`config.mk`:
```
export PLATFORM = sky130hd
export DESIGN_NAME = crd_channel
export DESIGN_NICKNAME = d
export VERILOG_FILES = /design/src/hdl/crd_pkg.sv /design/src/hdl/crd_fifo.sv /design/src/hdl/crd_channel.sv
export SDC_FILE = /design/constraint.sdc
export NUM_CORES = 1
export LEC_CHECK = 0
export BUFFER_PORTS_ARGS = -buffer_cell sky130_fd_sc_hd__clkbuf_2
export CAP_MARGIN = 20
export CELL_PAD_IN_SITES_DETAIL_PLACEMENT = 1
export CELL_PAD_IN_SITES_GLOBAL_PLACEMENT = 2
export CORE_MARGIN = 5
export CORE_UTILIZATION = 45
export CTS_CLUSTER_SIZE = 30
export DETAILED_ROUTE_END_ITERATION = 6
export GPL_ROUTABILITY_DRIVEN = 0
export GPL_TIMING_DRIVEN = 0
export PLACE_DENSITY_LB_ADDON = 0.1
export SETUP_SLACK_MARGIN = 0.5
export SLEW_MARGIN = 20
export SYNTH_ARGS = -nofsm -noshare
export SYNTH_HDL_FRONTEND = slang
export SYNTH_SLANG_ARGS = --single-unit
```
`constraint.sdc`:
```
create_clock -name clk -period 4.3 [get_ports clk]
set_input_delay 0.215 -clock clk [delete_from_list [all_inputs] [get_ports clk]]
set_output_delay 0.215 -clock clk [all_outputs]
set_load 0.01 [all_outputs]
```
`src/hdl/crd_pkg.sv`:
```
// package for the card reader dma channel: function codes, field positions, status bits, types
// assumes a big-endian bit numbering convention on the system bus (bit 0 is the msb)
package crd_pkg;

  // function codes
  localparam logic [5:0] FC_OUT_INT_CTL = 6'h03;
  localparam logic [5:0] FC_OUT_CONTROL = 6'h01;
  localparam logic [5:0] FC_OUT_ADDRESS = 6'h09;
  localparam logic [5:0] FC_OUT_RANGE   = 6'h0D;
  localparam logic [5:0] FC_OUT_FORMAT  = 6'h11;
  localparam logic [5:0] FC_IN_INT_CTL  = 6'h02;
  localparam logic [5:0] FC_IN_BYTE_ADR = 6'h08;
  localparam logic [5:0] FC_IN_MOD_ADR  = 6'h0A;
  localparam logic [5:0] FC_IN_RANGE    = 6'h0C;
  localparam logic [5:0] FC_IN_FORMAT   = 6'h10;
  localparam logic [5:0] FC_IN_STATUS   = 6'h18;
  localparam logic [5:0] FC_IN_DEV_ID   = 6'h26;

  // control word bits, bus numbering (bit 0 = msb => vector index 15)
  localparam int CTL_INIT   = 15;
  localparam int CTL_STOP   = 14;
  localparam int CTL_TEST   = 13;
  localparam int CTL_HOLD   = 12;

  // status word vector indices (bus bit n => index 15-n)
  localparam int ST_READY   = 15;
  localparam int ST_ATTN    = 14;
  localparam int ST_DSR_ERR = 13;
  localparam int ST_MARK    = 12;
  localparam int ST_COL40   = 11;
  localparam int ST_COL51   = 10;
  localparam int ST_EXT_CLK = 9;
  localparam int ST_RD_CHK  = 8;
  localparam int ST_ASC_ERR = 7;
  localparam int ST_NXR     = 2;
  localparam int ST_PARITY  = 1;

  // reset values, binary format code and ascii error byte
  localparam logic [15:0] INT_TARGET_RST = 16'h0000;
  localparam logic [23:0] ADDR_RST       = 24'h00_0000;
  localparam logic [15:0] RANGE_RST      = 16'h0000;
  localparam logic [15:0] FORMAT_RST     = 16'h0000;
  localparam logic [15:0] FMT_BINARY     = 16'h0001;
  localparam logic [7:0]  ASCII_ERR_BYTE = 8'hFF;

  // card column from the reader side
  typedef struct packed {
    logic [11:0] holes;
    logic [7:0]  ascii;
    logic        ascii_ok;
    logic        last;
  } crd_column_s;

  // memory write toward the system bus
  typedef struct packed {
    logic [23:0] addr;
    logic [15:0] data;
    logic [1:0]  byte_en;
  } crd_mem_wr_s;

  typedef enum logic [1:0] { CRD_IDLE, CRD_READ, CRD_DRAIN } crd_state_e;

endpackage : crd_pkg

```
`src/hdl/crd_fifo.sv`:
```
// parametric fifo with valid/ready on both ends
// assumes single clock, synchronous active-high reset
`timescale 1ns/10ps
`default_nettype none
module crd_fifo #(
  parameter int WIDTH = 16,
  parameter int DEPTH = 32
) (
  input  wire logic             clk,
  input  wire logic             srst,
  input  wire logic [WIDTH-1:0] in_data,
  input  wire logic             in_valid,
  output logic                  in_ready,
  output logic [WIDTH-1:0]      out_data,
  output logic                  out_valid,
  input  wire logic             out_ready,
  output logic                  empty
);
  localparam int AW = $clog2(DEPTH);
  logic [WIDTH-1:0] mem [DEPTH];
  logic [AW-1:0]    wr_q, rd_q;
  logic [AW:0]      cnt_q;
  wire              push = in_valid && in_ready;
  wire              pop  = out_valid && out_ready;

  assign in_ready  = (cnt_q != (AW+1)'(DEPTH));
  assign out_valid = (cnt_q != '0);
  assign empty     = !out_valid;
  assign out_data  = mem[rd_q];

  always_ff @(posedge clk) begin
    if (push) mem[wr_q] <= in_data;
  end

  always_ff @(posedge clk) begin
    if (srst) begin
      wr_q  <= '0;
      rd_q  <= '0;
      cnt_q <= '0;
    end else begin
      if (push) wr_q <= (wr_q == AW'(DEPTH-1)) ? '0 : wr_q + 1'b1;
      if (pop)  rd_q <= (rd_q == AW'(DEPTH-1)) ? '0 : rd_q + 1'b1;
      cnt_q <= cnt_q + (AW+1)'(push) - (AW+1)'(pop);
    end
  end
endmodule : crd_fifo
`default_nettype wire

```
`src/hdl/crd_channel.sv`:
```
// card reader dma channel: command decode, registers, column packing, dma writes
// assumes the bus interface presents one command per io_cmd_valid pulse and takes memory writes on mem_ready
//
// Overview of operation
// ascii byte bits 8..1 go to bus bits 0..7 left, 8..15 right
// decode output codes 03,01,09,0D,11 and input codes 02,08,0A,0C,10,18,26
// interrupt control word: bits 0-9 channel number, bits 10-15 level
// on interrupt drive channel number on address bus, level on data bus
// control command accepted even when busy; never refused
// initialize clears busy, blocks interrupts, selects ascii, starts self-test
// stop clears busy, ends transfer, interrupts if enabled, updates status
// hold address keeps dma address fixed for every column
// address arrives under code 09, range under code 0D
// 24-bit address is the starting byte address of the record
// host gives range positive, 1 to 2^15-1
// stop at range exhausted or end of card, whichever first
// range transfer starts card read and sets busy
// configuration 0 selects ascii, 1 selects binary
// input interrupt control returns the interrupt control register
// byte address input returns dma address bits 8-23
// module address input returns address bits 0-7 in data bits 8-15
// range input returns the range register
// configuration input returns the configuration register
// status input returns ready bit 0, attention bit 1, condition bits
// identifier input returns a fixed device identifier
// attention set on ready change, cleared by status read
// data service error set on lost data, cleared by next address load
// untranslatable column in ascii mode sets ascii error, byte forced ones
// binary mode: 12 bits right justified per word, upper four zero
// end of transfer clears busy and interrupts unless blocked
`timescale 1ns/10ps
`default_nettype none
module crd_channel
  import crd_pkg::*;
#(
  parameter logic [15:0] DEVICE_IDENTIFIER = 16'h0ABC, // arbitrary identifier value
  parameter int          FIFO_DEPTH = 32
) (
  input  wire logic        clk,
  input  wire logic        srst,
  input  wire logic        io_cmd_valid,
  input  wire logic [5:0]  io_func,
  input  wire logic [23:0] io_wdata,
  output logic             io_ack,
  output logic             io_wait,
  output logic [15:0]      io_rdata,
  input  wire logic        col_valid,
  input  wire crd_column_s col_in,
  input  wire logic        dev_ready,
  input  wire logic [3:0]  dev_switches,
  input  wire logic        dev_read_check,
  input  wire logic        bus_parity_err,
  input  wire logic        mem_nak,
  output logic             mem_valid,
  output crd_mem_wr_s      mem_wr,
  input  wire logic        mem_ready,
  output logic             int_req,
  output logic [9:0]       int_addr,
  output logic [5:0]       int_data,
  input  wire logic        int_taken,
  output logic             busy,
  output logic             self_test
);
  logic [15:0] int_target_q;
  logic [23:0] addr_q;
  logic [23:0] wr_addr_q;
  logic [15:0] range_q;
  logic [15:0] remain_q;
  logic [15:0] format_q;
  logic        hold_q;
  logic        int_block_q;
  logic        int_pend_q;
  logic        test_q;
  logic        attn_q;
  logic        dsr_q;
  logic        rdchk_q;
  logic        ascerr_q;
  logic        nxr_q;
  logic        par_q;
  logic        ready_s1_q;
  logic        ready_s2_q;
  logic        ready_prev_q;
  logic [7:0]  hi_byte_q;
  logic        have_hi_q;
  crd_state_e  state_q;

  // command decode
  function automatic logic is_cmd(input logic [5:0] f, input logic [5:0] c);
    return io_cmd_valid && (f == c);
  endfunction
  wire cmd_int   = is_cmd(io_func, FC_OUT_INT_CTL);
  wire cmd_ctl   = is_cmd(io_func, FC_OUT_CONTROL);
  wire cmd_adr   = is_cmd(io_func, FC_OUT_ADDRESS);
  wire cmd_rng   = is_cmd(io_func, FC_OUT_RANGE);
  wire cmd_fmt   = is_cmd(io_func, FC_OUT_FORMAT);
  wire cmd_stat  = is_cmd(io_func, FC_IN_STATUS);
  wire ctl_init  = cmd_ctl && io_wdata[CTL_INIT];
  wire ctl_stop  = cmd_ctl && io_wdata[CTL_STOP];
  wire known_cmd = cmd_int | cmd_ctl | cmd_adr | cmd_rng | cmd_fmt | cmd_stat
                 | is_cmd(io_func, FC_IN_INT_CTL) | is_cmd(io_func, FC_IN_BYTE_ADR)
                 | is_cmd(io_func, FC_IN_MOD_ADR) | is_cmd(io_func, FC_IN_RANGE)
                 | is_cmd(io_func, FC_IN_FORMAT) | is_cmd(io_func, FC_IN_DEV_ID);
  wire ascii_md  = (format_q == FORMAT_RST);
  wire active    = (state_q == CRD_READ);

  // status word
  wire [15:0] status_w = {ready_s2_q, attn_q, dsr_q, dev_switches, rdchk_q, ascerr_q,
                          3'b000, 1'b0, nxr_q, par_q, 1'b0};

  // read data selection
  wire [15:0] rd_sel =
      (io_func == FC_IN_INT_CTL)  ? int_target_q :
      (io_func == FC_IN_BYTE_ADR) ? addr_q[15:0] :
      (io_func == FC_IN_MOD_ADR)  ? {8'h00, addr_q[23:16]} :
      (io_func == FC_IN_RANGE)    ? range_q :
      (io_func == FC_IN_FORMAT)   ? format_q :
      (io_func == FC_IN_STATUS)   ? status_w :
      (io_func == FC_IN_DEV_ID)   ? DEVICE_IDENTIFIER : 16'h0000;

  // column to byte / word
  wire [7:0]  col_byte = (col_in.ascii_ok) ? col_in.ascii : ASCII_ERR_BYTE;
  wire        col_take = col_valid && active;
  wire        fifo_in_ready;
  logic       fifo_push;
  logic [17:0] fifo_word;
  wire        range_last = (remain_q == 16'h0001);
  wire        xfer_end   = col_take && (col_in.last || range_last);

  always_comb begin
    fifo_push = 1'b0;
    fifo_word = '0;
    if (col_take) begin
      if (!ascii_md) begin
        fifo_push = 1'b1;
        fifo_word = {2'b11, 4'h0, col_in.holes};
      end else if (have_hi_q) begin
        fifo_push = 1'b1;
        fifo_word = {2'b11, hi_byte_q, col_byte};
      end else if (xfer_end) begin
        fifo_push = 1'b1;
        fifo_word = {2'b10, col_byte, 8'h00};
      end
    end
  end

  wire fifo_out_valid;
  wire [17:0] fifo_out;
  wire fifo_empty;
  crd_fifo #(.WIDTH(18), .DEPTH(FIFO_DEPTH)) u_fifo (
    .clk       (clk),
    .srst      (srst || ctl_init || ctl_stop),
    .in_data   (fifo_word),
    .in_valid  (fifo_push),
    .in_ready  (fifo_in_ready),
    .out_data  (fifo_out),
    .out_valid (fifo_out_valid),
    .out_ready (mem_ready),
    .empty     (fifo_empty)
  );
  assign mem_valid      = fifo_out_valid;
  assign mem_wr.addr    = wr_addr_q;
  assign mem_wr.data    = fifo_out[15:0];
  assign mem_wr.byte_en = fifo_out[17:16];
  wire   mem_pop        = fifo_out_valid && mem_ready;
  wire   [23:0] ascii_step = fifo_out[16] ? 24'h00_0002 : 24'h00_0001;

  // bus answers: control never refused
  assign io_ack  = known_cmd;
  assign io_wait = 1'b0;
  assign busy    = (state_q != CRD_IDLE);
  assign self_test = test_q;
  assign int_req  = int_pend_q;
  assign int_addr = int_target_q[15:6];
  assign int_data = int_target_q[5:0];

  // registers loaded by output commands, read data latched on every command
  always_ff @(posedge clk) begin
    if (srst) begin
      int_target_q <= INT_TARGET_RST;
      format_q     <= FORMAT_RST;
      range_q      <= RANGE_RST;
      hold_q       <= 1'b0;
      test_q       <= 1'b0;
      io_rdata     <= 16'h0000;
    end else begin
      if (io_cmd_valid) io_rdata <= rd_sel;
      if (cmd_int) int_target_q <= io_wdata[15:0];
      if (cmd_rng) range_q <= io_wdata[15:0];
      if (ctl_init) format_q <= FORMAT_RST;
      else if (cmd_fmt) format_q <= io_wdata[15:0];
      if (cmd_ctl) begin
        hold_q <= io_wdata[CTL_HOLD];
        test_q <= io_wdata[CTL_INIT] | io_wdata[CTL_TEST];
      end else test_q <= 1'b0;
    end
  end

  // transfer sequencing
  always_ff @(posedge clk) begin
    if (srst) begin
      state_q   <= CRD_IDLE;
      remain_q  <= RANGE_RST;
      have_hi_q <= 1'b0;
      hi_byte_q <= 8'h00;
    end else if (ctl_init || ctl_stop) begin
      state_q   <= CRD_IDLE;
      have_hi_q <= 1'b0;
    end else begin
      case (state_q)
        CRD_IDLE: if (cmd_rng) begin
          state_q   <= CRD_READ;
          remain_q  <= io_wdata[15:0];
          have_hi_q <= 1'b0;
        end
        CRD_READ: if (col_take) begin
          remain_q  <= remain_q - 16'h0001;
          if (ascii_md) begin
            have_hi_q <= !have_hi_q;
            hi_byte_q <= col_byte;
          end
          if (xfer_end) state_q <= CRD_DRAIN;
        end
        CRD_DRAIN: if (fifo_empty) state_q <= CRD_IDLE;
        default: state_q <= CRD_IDLE;
      endcase
    end
  end

  // dma address
  always_ff @(posedge clk) begin
    if (srst) begin
      addr_q    <= ADDR_RST;
      wr_addr_q <= ADDR_RST;
    end else if (cmd_adr) begin
      addr_q    <= io_wdata;
      wr_addr_q <= io_wdata;
    end else if (mem_pop && !hold_q) begin
      wr_addr_q <= wr_addr_q + (ascii_md ? ascii_step : 24'd2);
      addr_q    <= wr_addr_q + (ascii_md ? ascii_step : 24'd2);
    end
  end

  // interrupt and status flags
  wire done_evt = (state_q == CRD_DRAIN && fifo_empty) || (ctl_stop && busy);
  always_ff @(posedge clk) begin
    if (srst) begin
      int_block_q  <= 1'b1;
      int_pend_q   <= 1'b0;
      ready_s1_q   <= 1'b0;
      ready_s2_q   <= 1'b0;
      ready_prev_q <= 1'b0;
      attn_q       <= 1'b0;
      {dsr_q, rdchk_q, ascerr_q, nxr_q, par_q} <= '0;
    end else begin
      ready_s1_q   <= dev_ready;
      ready_s2_q   <= ready_s1_q;
      ready_prev_q <= ready_s2_q;
      if (ctl_init) int_block_q <= 1'b1;
      else if (cmd_int) int_block_q <= 1'b0;
      if (ctl_init) int_pend_q <= 1'b0;
      else if (done_evt && !int_block_q) int_pend_q <= 1'b1;
      else if (int_taken) int_pend_q <= 1'b0;
      if (ready_s2_q != ready_prev_q) attn_q <= 1'b1;
      else if (cmd_stat) attn_q <= 1'b0;
      if (col_take && !fifo_in_ready && fifo_push) dsr_q <= 1'b1;
      else if (cmd_adr) dsr_q <= 1'b0;
      if (col_take && ascii_md && !col_in.ascii_ok) ascerr_q <= 1'b1;
      else if (cmd_adr) ascerr_q <= 1'b0;
      if (dev_read_check) rdchk_q <= 1'b1;
      else if (cmd_adr) rdchk_q <= 1'b0;
      if (mem_nak) nxr_q <= 1'b1;
      else if (cmd_adr) nxr_q <= 1'b0;
      if (bus_parity_err) par_q <= 1'b1;
      else if (cmd_adr) par_q <= 1'b0;
    end
  end
endmodule : crd_channel
`default_nettype wire

```
**Yosys cells after proc, flatten, opt, wreduce, memory -nomap -nowiden**

Memory sizes are Yosys's and may differ from the RTL's. A register that Yosys moved wholly into a read port is not among the register bits.
Index checks and enable logic that the tools add are counted.

- Register bits after elaboration: 144
- Bits in writable memories: 576
- Output and inout port bits: 80
- Memories kept: 1

Memories:

| name | depth | bits a word | read ports | clocked after memory_dff | write ports | line | RTL |
|---|---|---|---|---|---|---|---|
| u_fifo.mem | 32 | 18 | 1 | 1 | 1 | crd_fifo.sv:20 | `logic [WIDTH-1:0] mem [DEPTH];` |

- Add/sub/neg operators: 6
- Eq/ne operators: 24
- Multiplexer cells: 48
- Bitwise logic cells: 14
- Reduce and logical (&&, ||, !) cells: 57

Operator list:

| operator | number |
|---|---|
| $mux 16 | 8 |
| $mux 18 | 4 |
| $mux 24 | 2 |
| $pmux 16 s2 | 1 |
| $eq 6x4->1 const B | 5 |
| $logic_and 1x1->1 | 26 |
| $add 24x2->24 | 1 |
| $mux 5 | 4 |
| $reduce_bool 2->1 | 10 |
| $mux 1 | 19 |
| $eq 6x5->1 const B | 3 |
| $eq 16x1->1 const B | 1 |
| $logic_not 16->1 | 1 |
| $reduce_and 4->1 | 4 |
| $sub 16x1->16 const B | 1 |
| $eq 6x2->1 const B | 2 |
| $mux 12 | 1 |
| $mux 2 | 6 |
| $or 1x1->1 | 12 |
| $add 5x1->5 const B | 2 |
| $eq 5x5->1 const B | 2 |
| $mux 8 | 1 |
| $add 6x1->6 | 1 |
| $eq 6x1->1 const B | 1 |
| 16 further kinds | 31 |

**Logic depth before layout (Yosys ltp)**

- Depth after elaboration: 13
- Gate-level depth with buffers: 17
- Depth with buffers taken out: 16

**Hierarchy**

Synthesis repeated with hierarchy kept, for this count alone.

- Cells, all modules: 2063
- Area total of the unflattened synthesis: 29848.6 um^2

Modules (own cells, without submodules):

| module | instances | cells each | area an instance (um^2) |
|---|---|---|---|
| crd_fifo | 1 | 1189 | 23157.2 |
| crd_channel | 1 | 874 | 6691.4 |

**Worst setup path before layout**

No wires, ideal clock.

- Kind: register to register
- From: register with a tool-made name
- To: register wr_addr_q[10]
- Arrival: 3.119 ns
- Data required time: 4.214 ns
- Path slack: 1.096 ns
- Stages on the path, launching flop included: 14
- Path buffers: 1
- Period minus slack after synthesis: 3.204 ns
- Cells stage by stage: dfxtp_1 -> buf_4 -> mux4_2 -> nor2b_1 -> a2111oi_0 -> nor3_1 -> nor2_1 -> ha_1 -> fa_1 -> nand3b_1 -> nor4_1 -> nand3_1 -> xor2_1 -> a211oi_1

RTL lines:

| element | line | RTL |
|---|---|---|
| to (signal assigned) | crd_channel.sv:236 | `wr_addr_q <= io_wdata;` |
| to (signal assigned) | crd_channel.sv:238 | `wr_addr_q <= wr_addr_q + (ascii_md ? ascii_step : 24'd2);` |
| to (decl) | crd_channel.sv:66 | `logic [23:0] wr_addr_q;` |

==> impl_metrics.toml <==
[global_routing]
antenna_found_initial = 2
grt_max_degree = 33
grt.busiest_layer = "met2"
gr-usage-met2_pct = 42.4
grtUsageMet1_pct = 31.9
overflow = 0
met3_usage_pct = 4.80
grt_pass1_vias = 19300
grt_first_pass_wirelength_um = 130000
global_route.usage.total_pct = 24.8

[floorplan]
start_util_pct = 45.4
rows = 94
chipWidth_um = 268
io_pins = 146
coreArea_um2 = 65700
dieHeight_um = 268
die_area_um2 = 71600

[setup_path]
critPathMaxStageDelay_ns = 0.48
worst-setup-path-type = "reg -> reg"
worstPathCellList = "clkbuf_2 > buf_6 > mux4_2 > a2111oi_4 > nor3_4 > nor2_1 > ha_2 > fa_1 > nand3b_1 > or3_4 > nor3_1 > xnor2_1 > a211oi_1"
critPathBufInv = 2
cpMaxStageDelayCell = "or3_4"
cp.arrival_ns = 4.16
crit_path_start_kind = "flop"
crit_family = "simple AND/OR/NAND/NOR gates"
endpoint_kind = "flop"
cp_data_required_time_ns = 4.83
critPathMaxFanout = 10

[clock_tree]
clock_path_buffers = 3
clock_latency_ns = 0.62
path_clk_slew_ns = 0.07
cts_made_buffers = 79
ctsHtreeMaxLevel = 3
root_buffer = "clkbuf_16"
cts_tree = "done"
clock-sinks = 725

[synthesis]
synth_cell_types = 84
ys_ff_latch = 725
avgSynthCellArea_um2 = 15.8
async_flop_share_pct = 0
ys.flop_type = "edfxtp_1"
synthesis.instances = 1891
syn_nets = 1979
synth_edf_count = 576
yosysSeqAreaShare_pct = 67.9
ys.warnings.count = 0
synth_area_um2 = 29900

[placed_design]
place_hpwl_um = 62500
placed_cell_area_um2 = 32600
dpl_worst_slack_ns = -0.387
post-place-cells = 2929
portBuffers = 141

[detailed_routing]
vias = 18200
ant_nets = 0
vias_per_cell = 5.88
drc = 0
drt_iter0_markers = 1502
dr.pass1.iters = 5
post_drt_wl_per_cell_um = 28.7
wl_um = 88900

[pwr]
internal-power_w = 0.0125
p_switching_w = 0.00405
pwr_density_cell_nw_per_um2 = 464
vdd_drop_max_v = 0.000294
power_frac_comb_pct = 13.3
p_leak_nw = 12.4
clkPwrFrac_pct = 40.9
pwr-share-seq_pct = 45.8
swShare_pct = 24.5

[timing]
skew_ns = 0.0218
slew_headroom_pct = 28.4
setup_viol = 0
post-route-period-util_pct = 84.4
worst_slew_pin_slew_ns = 1.07
hold_viol_final = 0
min_period_ns = 3.63
fmax_mhz = 276
rsz0062_at_grt = "true"
worst_slack_ns = 0.670
final_max_slew_viol_count = 0

[finish]
layout-drive-gt1-share_pct = 26.9
nNetsFinal = 2262
final_cell_mix = "edfxtp_1 (576), mux4_2 (161), dfxtp_1 (149)"
syn_to_final_growth_pct = 19.5
layout_commonest_cell = "edfxtp_1"
fill_cells = 6151
fin_cells = 3101
final_design_area_no_fill_um2 = 35700

[min_path]
hold_path.class = "in -> reg"

[job]
maxCapViolCount = 0

[run_status]
status = "complete, no violations"
[power groups by stage]
stage	sequential, W	clock (W)	combinational [W]
finish	0.00758	0.00677	0.00220
global route	0.00758	0.00722	0.00236
CTS	0.00758	0.00690	0.00220
detailed placement	0.00773	0	0.00212
global placement	0.00772	0	0.00208
floorplan	0.00771	0	0.00139
[area by class of cell]
cell class	count	area (um^2)	area share (%)
clock inverters	44	500	1.40
well taps	864	1080	3.03
inverters	26	97.6	0.274
multi-input cells	1023	9390	26.3
plain buffers	117	632	1.77
clock buffers	99	2060	5.78
flip-flops and latches	725	20300	56.8
repair buffers	202	1630	4.56
diodes	1	2.50	0.00701
[layer usage]
metal | wire (um) | part of all wire, %
met3 | 5320 | 6.0
met2 | 44900 | 51
met5 | 0 | 0
met1 | 35400 | 40
met4 | 3220 | 3.6
[registers in the layout (all words and copies together), names as in the netlist, 2 cells and up, named ones only]
name	count
hi_byte_q	8
state_q	2
u_fifo.rd_q	5
io_rdata	16
format_q	16
int_target_q	16
u_fifo.cnt_q	6
wr_addr_q	24
range_q	16
u_fifo.wr_q	5
remain_q	16
u_fifo.mem	576
[logic make-up (layout without fill, tap and decap cells)]
family	Yosys count	count (layout)	synth area share [%]
buf+inv	143	488	2.21
other cells	1	2	0.0126
mux	215	215	14.0
simple gates	464	464	7.55
xor+xnor	26	26	0.763
fa+ha+maj	22	22	0.972
flops	725	725	67.9
compound gates	295	295	6.61
[worst min-delay path, cell delays in order]
cell	delay, ns
clkbuf_2	0.17
a2bb2oi_1	0.17
nor2_1	0.07
[cell usage after synthesis (all sizes together), types with 5 or more instances]
library cell  count  share of area, %
edfxtp          576                58
mux4            161                12
dfxtp           149                10
nand2           148               1.9
nor2            141               1.8
a21oi           103               1.7
buf              64               1.2
clkbuf           53              0.67
mux2i            48               1.6
nand3            44              0.78
o21ai            32              0.54
inv              26              0.33
a211oi           24              0.60
nor3             21              0.44
o21a             21              0.53
a22oi            20              0.50
ha               20              0.84
xnor2            18              0.53
nand2b           16              0.34
nand4            14              0.31
nor4             13              0.34
a221oi           12              0.37
nor2b            11              0.23
a32oi            10              0.29
and2              9              0.19
o31ai             9              0.23
a311oi            8              0.23
xor2              8              0.23
nand3b            7              0.18
or3               7              0.15
a21o              6              0.15
a31oi             6              0.13
and3              6              0.13
mux2              6              0.23
a222oi            5              0.17
and4              5              0.15
[repair_timing]
| item | 4_1_cts | 5_1_grt |
|---|---|---|
| resized for setup | 28 | 21 |
| endpoints found under the setup margin | 37 | 110 |
| endpoints found under the hold margin | 36 | 0 |
| hold buffers | 23 | 0 |
| pin swaps | 2 | 3 |
| setup buffers | 1 | 4 |
[path summary, 6_finish.rpt]
check / startpoint / to / slack, ns / cells past startpoint
worst max-delay path: flop / wr_addr_q[16]$_SDFFE_PP0P_ / 0.67 / 13
worst min-delay path: col_in[1] / ascerr_q$_SDFFE_PP0P_ / 0.03 / 3
worst max register to register: flop / wr_addr_q[16]$_SDFFE_PP0P_ / 0.67 / 13
worst min register to register: ready_s1_q$_SDFF_PP0_ / ready_s2_q$_SDFF_PP0_ / 0.44 / 1
[metrics by stage]
step           util (%)  TNS, ns  hold WS [ns]  power [W]
2_1_floorplan         -        0         0.332    0.00910
3_3_place_gp       48.1  -173.20         0.422    0.00980
3_5_place_dp       49.6    -1.56         0.426    0.00985
4_1_cts            54.0        0       0.00139     0.0167
5_1_grt            54.3        0        0.0329     0.0172
6_report           54.3        0        0.0344     0.0165
Power figures use the tool's default switching activity.
